[src/hw/heat_seq_pkg.sv]
// constants shared by the heat sealing input sequencer
// assumes a 250 MHz sys_clk; every longer time is counted in 1 ms ticks
package heat_seq_pkg;
	// ============================================================
	// clock and time base
	localparam int CLK_PERIOD_NS  = 4;
	localparam int TICK_PERIOD_NS = 1000000;
	localparam int TICK_CYCLES    = (TICK_PERIOD_NS + CLK_PERIOD_NS - 1) / CLK_PERIOD_NS;
	localparam int TICK_CNT_W     = 18;
	localparam int MS_W           = 16;

	// ============================================================
	// times in ms ticks, and the auto-zero try limit
	localparam logic [15:0] CAL_TIME_MS        = 16'h2EE0;
	localparam logic [15:0] INIT_BLOCK_MS      = 16'h2710;
	localparam logic [15:0] RESTART_DELAY_MS   = 16'h01F4;
	localparam logic [15:0] SUPPLY_DEADLINE_MS = 16'h00C8;
	localparam logic [15:0] SLOW_HALF_MS       = 16'h01F4;
	localparam logic [15:0] FAST_HALF_MS       = 16'h007D;
	localparam logic [1:0]  CAL_MAX_TRIES      = 2'h3;

	// ============================================================
	// limits
	localparam logic [8:0] MIN_HEAT_TEMP = 9'h028;
	localparam logic [6:0] MIN_POWER_PCT = 7'h05;
	localparam logic [5:0] MAX_BASE_TEMP = 6'h28;
	localparam logic [5:0] BASE_TEMP_RST = 6'h14;
	localparam logic [7:0] EXT_CAL_MIN   = 8'h03;
	localparam logic [7:0] EXT_CAL_MAX   = 8'h28;

	// ============================================================
	// error codes and groups
	localparam logic [9:0] ERR_CAL_UNSTABLE = 10'h072;
	localparam logic [9:0] ERR_EXT_HIGH     = 10'h073;
	localparam logic [9:0] ERR_EXT_FLUCT    = 10'h074;
	localparam logic [9:0] ERR_A_LO = 10'h065;
	localparam logic [9:0] ERR_A_HI = 10'h067;
	localparam logic [9:0] ERR_B_LO = 10'h0C9;
	localparam logic [9:0] ERR_B_HI = 10'h0CB;
	localparam logic [9:0] ERR_C_LO = 10'h384;
	localparam logic [9:0] ERR_C_HI = 10'h3E7;
	localparam logic [9:0] WRN_A_LO = 10'h068;
	localparam logic [9:0] WRN_A_HI = 10'h06A;
	localparam logic [9:0] WRN_B_LO = 10'h06F;
	localparam logic [9:0] WRN_B_HI = 10'h072;
	localparam logic [9:0] WRN_C    = 10'h0D3;
	localparam logic [9:0] WRN_D    = 10'h12E;
	localparam logic [9:0] WRN_E    = 10'h12F;

	// ============================================================
	// register map
	localparam int          ADDR_W      = 4;
	localparam int          DATA_W      = 32;
	localparam logic [3:0]  REG_CTRL    = 4'h0;
	localparam logic [3:0]  REG_DELAY   = 4'h4;
	localparam logic [3:0]  REG_STATUS  = 4'h8;
	localparam logic [3:0]  REG_ERROR   = 4'hC;
	localparam int          CTRL_BASE_W = 6;
	localparam int          CTRL_EXT    = 8;
	localparam int          CTRL_ZCAL   = 9;

	typedef enum {ST_IDLE, ST_CAL, ST_HEAT, ST_CPWR, ST_RESET, ST_INIT} seq_state_t;
endpackage: heat_seq_pkg

[src/hw/timing_if.sv]
// millisecond tick and indicator blink phases
// assumes one producer and any number of readers on sys_clk
`timescale 1ns/1ps
interface timing_if;
	logic msTick;
	logic slowBlink;
	logic fastBlink;
	modport src(output msTick, output slowBlink, output fastBlink);
	modport dst(input msTick, input slowBlink, input fastBlink);
endinterface: timing_if

[src/hw/time_base.sv]
// divider for the 1 ms tick and the 1 Hz / 4 Hz blink phases
// assumes sys_clk at the package rate
`timescale 1ns/1ps
module time_base #(
	parameter int TICK_CYCLES = heat_seq_pkg::TICK_CYCLES
) (
	input wire logic sys_clk,
	input wire logic resetn,
	timing_if.src    tb
);
	localparam int DW = heat_seq_pkg::TICK_CNT_W;
	localparam logic [DW-1:0] DIV_LAST = DW'(TICK_CYCLES - 1);

	logic [DW-1:0] divCnt;
	logic [15:0]   slowCnt;
	logic [15:0]   fastCnt;

	// ============================================================
	// tick
	always_ff @(posedge sys_clk or negedge resetn) begin
		if (!resetn) begin
			divCnt    <= '0;
			tb.msTick <= 1'b0;
		end else if (divCnt == DIV_LAST) begin
			divCnt    <= '0;
			tb.msTick <= 1'b1;
		end else begin
			divCnt    <= divCnt + 1'b1;
			tb.msTick <= 1'b0;
		end
	end

	// ============================================================
	// blink phases, toggled every half period
	always_ff @(posedge sys_clk or negedge resetn) begin
		if (!resetn) begin
			slowCnt      <= '0;
			fastCnt      <= '0;
			tb.slowBlink <= 1'b0;
			tb.fastBlink <= 1'b0;
		end else if (tb.msTick) begin
			if (slowCnt == heat_seq_pkg::SLOW_HALF_MS - 16'h0001) begin
				slowCnt      <= '0;
				tb.slowBlink <= !tb.slowBlink;
			end else begin
				slowCnt <= slowCnt + 16'h0001;
			end
			if (fastCnt == heat_seq_pkg::FAST_HALF_MS - 16'h0001) begin
				fastCnt      <= '0;
				tb.fastBlink <= !tb.fastBlink;
			end else begin
				fastCnt <= fastCnt + 16'h0001;
			end
		end
	end
endmodule: time_base

[src/hw/cal_timer.sv]
// auto-zero run timer with repeat on element fluctuation
// assumes start is a one-cycle pulse given only while idle
`timescale 1ns/1ps
module cal_timer (
	input  wire logic sys_clk,
	input  wire logic resetn,
	timing_if.dst     tb,
	input  wire logic start,
	input  wire logic fluctuating,
	output logic      busy,
	output logic      done,
	output logic      failed
);
	logic [15:0] runCnt;
	logic [1:0]  tries;
	logic        sawFluct;

	always_ff @(posedge sys_clk or negedge resetn) begin
		if (!resetn) begin
			busy     <= 1'b0;
			done     <= 1'b0;
			failed   <= 1'b0;
			runCnt   <= '0;
			tries    <= '0;
			sawFluct <= 1'b0;
		end else begin
			done   <= 1'b0;
			failed <= 1'b0;
			if (start && !busy) begin
				busy     <= 1'b1;
				runCnt   <= '0;
				tries    <= 2'h1;
				sawFluct <= 1'b0;
			end else if (busy) begin
				if (fluctuating)
					sawFluct <= 1'b1;
				if (tb.msTick) begin
					if (runCnt == heat_seq_pkg::CAL_TIME_MS - 16'h0001) begin
						runCnt <= '0;
						if (!(sawFluct || fluctuating)) begin
							busy <= 1'b0;
							done <= 1'b1;
						end else if (tries == heat_seq_pkg::CAL_MAX_TRIES) begin
							busy   <= 1'b0;
							failed <= 1'b1;
						end else begin
							tries    <= tries + 2'h1;
							sawFluct <= 1'b0;
						end
					end else begin
						runCnt <= runCnt + 16'h0001;
					end
				end
			end
		end
	end
endmodule: cal_timer

[src/hw/heat_seq.sv]
// heat sealing controller input sequencer: auto-zero, start, reset, constant power
// assumes all request inputs and status inputs are synchronous levels on sys_clk
//
// Strobed register access and the address map were decided locally.
`timescale 1ns/1ps
module heat_seq #(
	parameter int TICK_CYCLES = heat_seq_pkg::TICK_CYCLES
) (
	input  wire logic        sys_clk,
	input  wire logic        resetn,
	input  wire logic [3:0]  regAddr,
	input  wire logic [31:0] regWrData,
	input  wire logic        regWrite,
	input  wire logic        regRead,
	output logic      [31:0] regRdData,
	input  wire logic        autoZeroRequest,
	input  wire logic        startRequest,
	input  wire logic        resetRequest,
	input  wire logic        constantPowerRequest,
	input  wire logic [8:0]  tempSetpoint,
	input  wire logic [6:0]  powerSetpoint,
	input  wire logic [7:0]  calTempIn,
	input  wire logic        calTempUnstable,
	input  wire logic        elementFluctuating,
	input  wire logic        coolingFast,
	input  wire logic        lineVoltageOk,
	input  wire logic        supplyOk,
	input  wire logic [9:0]  errorIn,
	output logic             calLed,
	output logic             heatLed,
	output logic             constPowerLed,
	output logic             alarmOut,
	output logic             actualZero,
	output logic             heatEnable,
	output logic             constPowerEnable,
	output logic      [6:0]  powerLevel,
	output logic             measureEnable,
	output logic      [5:0]  calBaseTemp
);
	timing_if tb();

	heat_seq_pkg::seq_state_t state;
	logic        calStart;
	logic        calBusy;
	logic        calDone;
	logic        calFail;
	logic        prevAutoZero;
	logic        prevReset;
	logic        calPending;
	logic        powerUpSeen;
	logic        noLine;
	logic        everOk;
	logic        initWindow;
	logic [15:0] initCnt;
	logic [15:0] delayCnt;
	logic [15:0] supplyCnt;
	logic        supplyWatch;
	logic        lateSupply;
	logic        warnAlarm;
	logic [9:0]  errShown;
	logic [5:0]  baseTemp;
	logic        extCalMode;
	logic        zeroCalBit;
	logic [15:0] restartDelay;

	// ============================================================
	// helpers
	time_base #(.TICK_CYCLES(TICK_CYCLES)) u_time (
		.sys_clk (sys_clk),
		.resetn  (resetn),
		.tb      (tb.src)
	);

	cal_timer u_cal (
		.sys_clk     (sys_clk),
		.resetn      (resetn),
		.tb          (tb.dst),
		.start       (calStart),
		.fluctuating (elementFluctuating),
		.busy        (calBusy),
		.done        (calDone),
		.failed      (calFail)
	);

	// ============================================================
	// decoded conditions
	logic azReq;
	logic azEdge;
	logic resetRelease;
	logic grpA;
	logic grpB;
	logic grpC;
	logic errorPresent;
	logic warnPending;
	logic errBlock;
	logic calBlocked;
	logic extHigh;
	logic extBad;
	logic calGo;
	logic heatOk;
	logic cpwrOk;

	assign azReq        = autoZeroRequest || zeroCalBit;
	assign azEdge       = azReq && !prevAutoZero;
	assign resetRelease = prevReset && !resetRequest;
	assign grpA = (errorIn >= heat_seq_pkg::ERR_A_LO) && (errorIn <= heat_seq_pkg::ERR_A_HI);
	assign grpB = (errorIn >= heat_seq_pkg::ERR_B_LO) && (errorIn <= heat_seq_pkg::ERR_B_HI);
	assign grpC = (errorIn >= heat_seq_pkg::ERR_C_LO) && (errorIn <= heat_seq_pkg::ERR_C_HI);
	assign errorPresent = (errorIn != 10'h000) || (errShown != 10'h000);
	assign warnPending  = ((errorIn >= heat_seq_pkg::WRN_A_LO) && (errorIn <= heat_seq_pkg::WRN_A_HI))
		|| ((errorIn >= heat_seq_pkg::WRN_B_LO) && (errorIn <= heat_seq_pkg::WRN_B_HI))
		|| (errorIn == heat_seq_pkg::WRN_C) || (errorIn == heat_seq_pkg::WRN_D)
		|| (errorIn == heat_seq_pkg::WRN_E);
	assign errBlock = everOk ? (grpB || grpC) : (grpA || grpB || grpC);
	assign calBlocked = (initWindow && !errorPresent)
		|| coolingFast
		|| resetRequest
		|| errBlock
		|| noLine
		|| startRequest || constantPowerRequest
		|| (state != heat_seq_pkg::ST_IDLE);
	assign extHigh = calTempIn > heat_seq_pkg::EXT_CAL_MAX;
	assign extBad  = extCalMode && (extHigh || calTempUnstable);
	assign calGo   = calPending && !calBlocked && !extBad;
	assign heatOk  = (tempSetpoint > heat_seq_pkg::MIN_HEAT_TEMP) && !warnPending;
	assign cpwrOk  = (powerSetpoint > heat_seq_pkg::MIN_POWER_PCT) && !warnPending;

	// ============================================================
	// input edges
	always_ff @(posedge sys_clk or negedge resetn) begin
		if (!resetn) begin
			prevAutoZero <= 1'b0;
			prevReset    <= 1'b0;
		end else begin
			prevAutoZero <= azReq;
			prevReset    <= resetRequest;
		end
	end

	// ============================================================
	// auto-zero request latch: kept while the level stays high
	always_ff @(posedge sys_clk or negedge resetn) begin
		if (!resetn) begin
			calPending <= 1'b0;
			calStart   <= 1'b0;
		end else begin
			calStart <= calGo;
			if (azEdge)
				calPending <= 1'b1;
			else if (calGo || (calPending && !calBlocked && extBad))
				calPending <= 1'b0;
			else if (calBlocked && !azReq)
				calPending <= 1'b0;
		end
	end

	// ============================================================
	// line voltage caught once after power-on
	always_ff @(posedge sys_clk or negedge resetn) begin
		if (!resetn) begin
			powerUpSeen <= 1'b0;
			noLine      <= 1'b0;
		end else if (!powerUpSeen) begin
			powerUpSeen <= 1'b1;
			noLine      <= !lineVoltageOk;
		end
	end

	// ============================================================
	// ten second window after power-on or reset release
	always_ff @(posedge sys_clk or negedge resetn) begin
		if (!resetn) begin
			initWindow <= 1'b1;
			initCnt    <= '0;
		end else if (resetRelease) begin
			initWindow <= 1'b1;
			initCnt    <= '0;
		end else if (initWindow && tb.msTick) begin
			if (initCnt == heat_seq_pkg::INIT_BLOCK_MS - 16'h0001)
				initWindow <= 1'b0;
			else
				initCnt <= initCnt + 16'h0001;
		end
	end

	// ============================================================
	// supply deadline after reset release
	always_ff @(posedge sys_clk or negedge resetn) begin
		if (!resetn) begin
			supplyWatch <= 1'b0;
			supplyCnt   <= '0;
			lateSupply  <= 1'b0;
		end else if (resetRelease) begin
			supplyWatch <= 1'b1;
			supplyCnt   <= '0;
			lateSupply  <= 1'b0;
		end else if (supplyWatch) begin
			if (supplyOk) begin
				supplyWatch <= 1'b0;
			end else if (tb.msTick) begin
				if (supplyCnt == heat_seq_pkg::SUPPLY_DEADLINE_MS - 16'h0001) begin
					supplyWatch <= 1'b0;
					lateSupply  <= 1'b1;
				end else begin
					supplyCnt <= supplyCnt + 16'h0001;
				end
			end
		end
	end

	// ============================================================
	// sequencer
	always_ff @(posedge sys_clk or negedge resetn) begin
		if (!resetn) begin
			state    <= heat_seq_pkg::ST_IDLE;
			delayCnt <= '0;
		end else begin
			unique case (state)
				heat_seq_pkg::ST_IDLE: begin
					if (resetRequest)
						state <= heat_seq_pkg::ST_RESET;
					else if (calGo)
						state <= heat_seq_pkg::ST_CAL;
					else if (startRequest && heatOk)
						state <= heat_seq_pkg::ST_HEAT;
					else if (!startRequest && constantPowerRequest && cpwrOk)
						state <= heat_seq_pkg::ST_CPWR;
				end
				heat_seq_pkg::ST_CAL: begin
					// reset only takes effect once the run has ended
					if ((calDone || calFail) && resetRequest)
						state <= heat_seq_pkg::ST_RESET;
					else if (calDone || calFail)
						state <= heat_seq_pkg::ST_IDLE;
				end
				heat_seq_pkg::ST_HEAT: begin
					if (resetRequest)
						state <= heat_seq_pkg::ST_RESET;
					else if (!startRequest)
						state <= heat_seq_pkg::ST_IDLE;
				end
				heat_seq_pkg::ST_CPWR: begin
					if (resetRequest)
						state <= heat_seq_pkg::ST_RESET;
					else if (!constantPowerRequest)
						state <= heat_seq_pkg::ST_IDLE;
				end
				heat_seq_pkg::ST_RESET: begin
					delayCnt <= '0;
					if (!resetRequest)
						state <= heat_seq_pkg::ST_INIT;
				end
				heat_seq_pkg::ST_INIT: begin
					if (resetRequest) begin
						state <= heat_seq_pkg::ST_RESET;
					end else if (tb.msTick) begin
						if (delayCnt + 16'h0001 >= restartDelay)
							state <= heat_seq_pkg::ST_IDLE;
						else
							delayCnt <= delayCnt + 16'h0001;
					end
				end
			endcase
		end
	end

	// ============================================================
	// error display and history
	always_ff @(posedge sys_clk or negedge resetn) begin
		if (!resetn) begin
			errShown <= '0;
		end else begin
			if (resetRelease)
				errShown <= '0;
			if (calFail)
				errShown <= heat_seq_pkg::ERR_CAL_UNSTABLE;
			else if (calPending && !calBlocked && extCalMode && extHigh)
				errShown <= heat_seq_pkg::ERR_EXT_HIGH;
			else if (calPending && !calBlocked && extCalMode && calTempUnstable)
				errShown <= heat_seq_pkg::ERR_EXT_FLUCT;
			else if (errorIn != 10'h000 && errShown == 10'h000)
				errShown <= errorIn;
		end
	end

	always_ff @(posedge sys_clk or negedge resetn) begin
		if (!resetn)
			everOk <= 1'b0;
		else if (calDone || (state == heat_seq_pkg::ST_HEAT && errorIn == 10'h000))
			everOk <= 1'b1;
	end

	always_ff @(posedge sys_clk or negedge resetn) begin
		if (!resetn)
			warnAlarm <= 1'b0;
		else if (warnPending && state == heat_seq_pkg::ST_IDLE && (startRequest || constantPowerRequest))
			warnAlarm <= 1'b1;
		else if (!startRequest && !constantPowerRequest)
			warnAlarm <= 1'b0;
	end

	// ============================================================
	// register port
	always_ff @(posedge sys_clk or negedge resetn) begin
		if (!resetn) begin
			baseTemp     <= heat_seq_pkg::BASE_TEMP_RST;
			extCalMode   <= 1'b0;
			zeroCalBit   <= 1'b0;
			restartDelay <= heat_seq_pkg::RESTART_DELAY_MS;
		end else if (regWrite) begin
			if (regAddr == heat_seq_pkg::REG_CTRL) begin
				if (regWrData[5:0] > heat_seq_pkg::MAX_BASE_TEMP)
					baseTemp <= heat_seq_pkg::MAX_BASE_TEMP;
				else
					baseTemp <= regWrData[5:0];
				extCalMode <= regWrData[heat_seq_pkg::CTRL_EXT];
				zeroCalBit <= regWrData[heat_seq_pkg::CTRL_ZCAL];
			end
			if (regAddr == heat_seq_pkg::REG_DELAY)
				restartDelay <= regWrData[15:0];
		end
	end

	always_ff @(posedge sys_clk or negedge resetn) begin
		if (!resetn) begin
			regRdData <= '0;
		end else if (regRead) begin
			unique case (regAddr)
				heat_seq_pkg::REG_CTRL:
					regRdData <= {22'h000000, zeroCalBit, extCalMode, 2'h0, baseTemp};
				heat_seq_pkg::REG_DELAY:
					regRdData <= {16'h0000, restartDelay};
				heat_seq_pkg::REG_STATUS:
					regRdData <= {21'h000000, initWindow, lateSupply, everOk, noLine, calBlocked, calPending,
						state == heat_seq_pkg::ST_INIT, state == heat_seq_pkg::ST_RESET,
						state == heat_seq_pkg::ST_CPWR, state == heat_seq_pkg::ST_HEAT, calBusy};
				heat_seq_pkg::REG_ERROR:
					regRdData <= {22'h000000, errShown};
				default:
					regRdData <= '0;
			endcase
		end else begin
			regRdData <= '0;
		end
	end

	// ============================================================
	// lamps and drive outputs
	always_ff @(posedge sys_clk or negedge resetn) begin
		if (!resetn) begin
			calLed        <= 1'b0;
			heatLed       <= 1'b0;
			constPowerLed <= 1'b0;
		end else begin
			if (state == heat_seq_pkg::ST_CAL)
				calLed <= 1'b1;
			else if (calPending && calBlocked)
				calLed <= tb.fastBlink;
			else if (resetRequest || noLine)
				calLed <= tb.slowBlink;
			else
				calLed <= 1'b0;
			if (state == heat_seq_pkg::ST_HEAT)
				heatLed <= 1'b1;
			else if (startRequest)
				heatLed <= tb.fastBlink;
			else
				heatLed <= 1'b0;
			if (state == heat_seq_pkg::ST_CPWR)
				constPowerLed <= 1'b1;
			else if (constantPowerRequest)
				constPowerLed <= tb.fastBlink;
			else
				constPowerLed <= 1'b0;
		end
	end

	always_ff @(posedge sys_clk or negedge resetn) begin
		if (!resetn) begin
			alarmOut         <= 1'b0;
			actualZero       <= 1'b0;
			heatEnable       <= 1'b0;
			constPowerEnable <= 1'b0;
			powerLevel       <= '0;
			measureEnable    <= 1'b0;
			calBaseTemp      <= heat_seq_pkg::BASE_TEMP_RST;
		end else begin
			alarmOut   <= (errShown != 10'h000) || warnAlarm || lateSupply;
			actualZero <= (state == heat_seq_pkg::ST_CAL) || resetRequest;
			heatEnable <= state == heat_seq_pkg::ST_HEAT;
			constPowerEnable <= state == heat_seq_pkg::ST_CPWR;
			powerLevel <= (state == heat_seq_pkg::ST_CPWR) ? powerSetpoint : 7'h00;
			measureEnable <= state != heat_seq_pkg::ST_RESET;
			if (extCalMode && calTempIn >= heat_seq_pkg::EXT_CAL_MIN && !extHigh)
				calBaseTemp <= calTempIn[5:0];
			else if (!extCalMode)
				calBaseTemp <= baseTemp;
		end
	end
endmodule: heat_seq

[config.mk]
export PLATFORM = sky130hd
export DESIGN_NAME = heat_seq
export DESIGN_NICKNAME = d
export VERILOG_FILES = /design/src/hw/heat_seq_pkg.sv /design/src/hw/timing_if.sv /design/src/hw/time_base.sv /design/src/hw/cal_timer.sv /design/src/hw/heat_seq.sv
export SDC_FILE = /design/constraint.sdc
export NUM_CORES = 1
export LEC_CHECK = 0
export BUFFER_PORTS_ARGS = -buffer_cell sky130_fd_sc_hd__buf_2
export CAP_MARGIN = 0
export CORE_MARGIN = 2
export CORE_UTILIZATION = 41
export DETAILED_ROUTE_END_ITERATION = 16
export SYNTH_ARGS = -nofsm -noshare
export SYNTH_HDL_FRONTEND = slang
export SYNTH_SLANG_ARGS = --single-unit
[constraint.sdc]
create_clock -name sys_clk -period 4.8 [get_ports sys_clk]
set_input_delay 0.48 -clock sys_clk [delete_from_list [all_inputs] [get_ports sys_clk]]
set_output_delay 0.48 -clock sys_clk [all_outputs]
set_load 0.1 [all_outputs]
Yosys cells after proc, flatten, opt, wreduce, memory -nomap -nowiden
Cells that the tools add are included.
{"block": "totals", "reg_bits": 253, "wordCells": 313}
{"block": "classes", "addsub": 8, "n_lt_le_gt_ge": 16, "n_eq_ne": 39, "mux": 102, "n_reduce_logical": 105}
{"cell": "2-to-1 mux 32 bit", "n": 15}
{"cell": "2-to-1 mux 16 bit", "n": 17}
{"cell": "one-hot mux 32 bit (6 select lines)", "n": 1}
{"cell": "== test 32 x 3 -> 1 bit, second input constant", "n": 4}
{"cell": "adder 16 x 1 -> 16 bit, second input constant", "n": 6}
{"cell": "== test 32 x 2 -> 1 bit, second input constant", "n": 3}
{"cell": "== test 32 x 4 -> 1 bit, second input constant", "n": 2}
{"cell": "logical NOT 32 bit", "n": 2}
{"cell": "one-hot mux 16 bit (4 select lines)", "n": 1}
{"cell": "2-to-1 mux 1 bit", "n": 51}
{"cell": "2-to-1 mux 10 bit", "n": 5}
{"cell": "== test 16 x 14 -> 1 bit, second input constant", "n": 2}
{"cell": "== test 32 x 1 -> 1 bit, second input constant", "n": 1}
{"cell": "logical AND 1 bit", "n": 32}
{"cell": "inequality test 32 x 4 -> 1 bit, second input constant", "n": 1}
{"cell": "one-hot mux 16 bit (2 select lines)", "n": 1}
{"cell": "nonzero test 32 bit", "n": 1}
{"cell": ">= comparator 10 x 7 -> 1 bit, second input constant", "n": 3}
{"cell": "less-or-equal comparator 10 x 7 -> 1 bit, second input constant", "n": 3}
{"cell": "logical OR 1 bit", "n": 26}
{"cell": "nonzero test 2 bit", "n": 11}
{"cell": "== test 10 x 9 -> 1 bit, second input constant", "n": 2}
{"cell": "logical NOT 10 bit", "n": 2}
{"cell": "nonzero test 10 bit", "n": 2}
{"cell": "37 further kinds", "n": 76}

Depth between registers and ports, before layout
{"block": "depth", "ltp_word": 18, "mapped_depth": 14, "ltp_nobuf": 12}

Modules after synthesis
Synthesis repeated with hierarchy kept, for this count alone.
{"block": "unflattened", "hier_cells": 1074, "area_unflattened_um2": 10725.3}
{"module": "heat_seq", "n_inst": 1, "cells_each": 689, "area_per_inst_um2": 6894.1, "seq_area_each_um2": 3342.0}
{"module": "time_base", "n_inst": 1, "cells_each": 255, "area_per_inst_um2": 2602.5, "seq_area_each_um2": 1326.3}
{"module": "cal_timer", "n_inst": 1, "cells_each": 130, "area_per_inst_um2": 1228.7, "seq_area_each_um2": 550.5}

Worst setup path after synthesis
No wires, ideal clock.
{"block": "synth_timing", "kind": "register to register", "startpoint": "register delayCnt[0]", "endpoint": "register delayCnt[10]", "setup_ps": 126, "t_arrival_ps": 3054, "t_required_ps": 4674, "setup_slack_ps": 1620, "path_stages_with_launch": 14, "period_less_slack_ps": 3180, "path_cell_list": "dfrtp_1 -> ha_1 -> inv_1 -> nor3_1 -> nor2_1 -> nand2b_1 -> ha_1 -> a21o_1 -> a221oi_1 -> nand2_1 -> o21ai_0 -> a21oi_1 -> clkbuf_1 -> a221o_1"}
{"block": "synth_via", "elab_chain_len": 5}
{"item": "start, declared", "line_no": "heat_seq.sv:55", "source": "logic [15:0] delayCnt;"}
{"item": "start signal, assigned", "line_no": "heat_seq.sv:260", "source": "delayCnt <= delayCnt + 16'h0001;"}
{"item": "adder 16 x 1 -> 16 bit *", "line_no": "heat_seq.sv:257, heat_seq.sv:260"}
{"item": "branches (longest 4 deep; another with >= comparator 16 bit)"}
Mark *: on every way between the ends. The select of a mux whose other input is x is not followed.
A chain may end at the register's enable or synchronous reset.

Worst setup path in the final report
{"block": "layout_timing", "startpoint": "register delayCnt[0]", "endpoint": "register delayCnt[12]"}
Same word-level chain as after synthesis.

==> results.sh <==
export IMPL_clkSinkCount=208
export IMPL_final_common_cell="dfrtp_1"
export IMPL_pre_cts_slack_ns=0.9790
export IMPL_core_area_um2=25180
export IMPL_use_met1=0.2455
export IMPL_arrival_ns=4.19
export IMPL_dp_cells=1451
export IMPL_die_x_um=164.2
export IMPL_drcViolationCount=0
export IMPL_p_sw_mw=1.561
export IMPL_pwr_share_comb=0.199
export IMPL_syn_avg_cell_area_um2=10.09
export IMPL_final_antenna_net_count=0
export IMPL_postRouteWirelength_um=23830
export IMPL_seq_power_share=0.410
export IMPL_worst_pin_slew_ns=1.097
export IMPL_wire_per_inst_um=15.92
export IMPL_gp_congestion=0.7914
export IMPL_layout_common_cells="197 x dfrtp_1, 119 x nor2_1, 102 x buf_2"
export IMPL_fin_nets=1256
export IMPL_insertion_delay_ns=0.50
export IMPL_fmax_mhz=263.0
export IMPL_start_util=0.4177
export IMPL_synth_area_leaders="dfrtp_1 47%, xor2_1 4.3%, nor2_1 4.2%"
export IMPL_row_count=58
export IMPL_synthArstFlopShare=1.000
export IMPL_start_kind="flip-flop"
export IMPL_cts_clk_slew_worst_paths_ns=0.06
export IMPL_firstDrtPassIters=4
export IMPL_synth_edff_count=0
export IMPL_postCtsResizedCells=0
export IMPL_grt_pass1_vias=7938
export IMPL_finClkSkew_ns=0.01154
export IMPL_use_met2=0.3060
export IMPL_cts_root_buf="clkbuf_16"
export IMPL_busiest_layer="met2"
export IMPL_stdcell_count=1497
export IMPL_grt_pass1_wl_um=39990
export IMPL_required_ns=5.19
export IMPL_fin_setup_tns_ns=0
export IMPL_ys_warn_count=0
export IMPL_hold_ws_ns=0.06427
export IMPL_synth_seq_area_share=0.4961
export IMPL_setup_ws_ns=0.9977
export IMPL_drive_gt1_frac=0.1698
export IMPL_fp_dieArea_um2=26950
export IMPL_slew_violations=0
export IMPL_post_cts_buffers=0
export IMPL_fin_crit_sh=0.7921
export IMPL_critPathKind="reg -> reg"
export IMPL_fp_dieH_um=164.2
export IMPL_p_int_mw=3.453
export IMPL_maxCapViolCount=0
export IMPL_slew_headroom=0.2685
export IMPL_grtUsageMet3=0.02828
export IMPL_cts_tree="built"
export IMPL_synth_top_area_frac=0.4687
export IMPL_rsz0062_at_grt="no"
export IMPL_clockPowerShare=0.391
export IMPL_status="completed"
export IMPL_grt_max_degree=111
export IMPL_p_sw_frac=0.3114
export IMPL_cts_hold_fix_buffers=0
export IMPL_syn_inst=1043
export IMPL_dp_hpwl_um=16970
export IMPL_gr_total_overflow=0
export IMPL_power_leakage_nw=5.766
export IMPL_synth_cell_types=68
export IMPL_fin_crit_ns=3.802
export IMPL_io_pins=136
export IMPL_cp_end_kind="flip-flop"
export IMPL_viasPerCell=5.297
export IMPL_htree_levels=1
export IMPL_p_per_area_nw_per_um2=410.5
export IMPL_vias=7929
export IMPL_hp_class="in -> async"
export IMPL_setup_violations_final=0
export IMPL_synth_top_area_cell="dfrtp_1"
export IMPL_path_max_fanout=13
export IMPL_first_iter_violations=599
export IMPL_cts_buffers=25
export IMPL_vdd_drop_max_v=0.0002879
export IMPL_grt_usage=0.1824
export IMPL_ys_ff_latch=208
export IMPL_clock_path_buffers=3
export IMPL_hold_violations=0
export IMPL_areaGrowthSynthToFinish_pct=16.13
export IMPL_antenna_found_initial=2
export IMPL_synth_area_um2=10520
export IMPL_port_buffers=103
export IMPL_ys_flop_type="dfrtp_1"
## registers in the layout, indices dropped and copies added (netlist names), 7 cells and up
name,flops
initCnt,16
powerLevel,7
u_time.divCnt,18
supplyCnt,16
delayCnt,16
errShown,10
u_cal.runCnt,16
restartDelay,16
u_time.fastCnt,16
regRdData,16
u_time.slowCnt,16
## critical path: stages, from the launching register on
cell	delay [ns]
dfrtp_1	0.39
ha_1	0.31
inv_1	0.09
nor3_1	0.40
nor2_1	0.10
nand2b_1	0.17
ha_1	0.28
a21o_1	0.18
a221oi_1	0.37
nand2_1	0.11
o21ai_0	0.43
a21oi_1	0.45
a221o_1	0.41
## cell type report
| class | count | area [um2] |
|---|---|---|
| fill | 2343 | 12970 |
| inverter | 31 | 116.4 |
| clock buffer | 37 | 750.7 |
| tap | 330 | 412.9 |
| clock inverter | 8 | 123.9 |
| sequential | 208 | 5219 |
| timing repair buffer | 109 | 581.8 |
| multi-input combinational | 773 | 5009 |
| antenna | 1 | 2.502 |
## worst paths after layout
check | from | endpoint | slack [ns] | depth (start not counted)
setup / recovery | delayCnt[0] | delayCnt[12] | 1.0 | 12
hold / removal | resetn | powerLevel[4] | 0.06 | 1
setup reg to reg | delayCnt[0] | delayCnt[12] | 1.0 | 12
hold reg to reg | prevAutoZero | calPending | 0.44 | 1
max in group asynchronous | resetn | u_cal.tries[0] | 3.71 | 2
min in group sys_clk | lineVoltageOk | noLine | 0.14 | 2
## Yosys cell counts, drive strengths merged, types with 25 or more instances
master / number
o21ai: 40
nand2: 101
nand3: 45
xor2: 52
inv: 31
and3: 25
xnor2: 39
and2: 25
nor3: 25
nor2: 119
nand4: 31
clkbuf: 27
ha: 25
dfrtp: 197
## cells by family after synthesis
family	count (synthesis)	synth area share
buffers and inverters	77	0.03331
and+or+nand+nor	473	0.2303
adders and majority gates	25	0.02974
AOI/OAI and AO/OA	131	0.08767
muxes	36	0.04639
other	2	0.0007140
xor gates and xnor gates	91	0.07577
DFF	208	0.4961
## metrics by stage
step                cell area (um2)  power (mW)    util
floorplan                     10580       2.812       -
global placement              11340       3.075  0.4503
detailed placement            11340       3.085  0.4503
CTS                           12210       5.081  0.4850
global route                  12210       5.237  0.4850
finish                        12220       5.014  0.4851
## per-layer routing
layer / vias up / share of wire
li1: 3876 / -
met1: 3847 / 0.46
met2: 165 / 0.47
met3: 39 / 0.047
met4: 2 / 0.024
met5: - / 0.00067
## power by group through the flow
| stage | Clock, mW | Sequential (mW) | Combinational [mW] |
|---|---|---|---|
| 4_1_cts | 2.02 | 2.05 | 1.01 |
| 5_1_grt | 2.09 | 2.07 | 1.08 |
| 3_3_place_gp | 0 | 2.08 | 0.992 |
| 3_5_place_dp | 0 | 2.08 | 1.00 |
| 6_report | 1.96 | 2.06 | 0.996 |
| 2_1_floorplan | 0 | 2.33 | 0.485 |
Note: power is estimated with default switching activity, not from simulation.
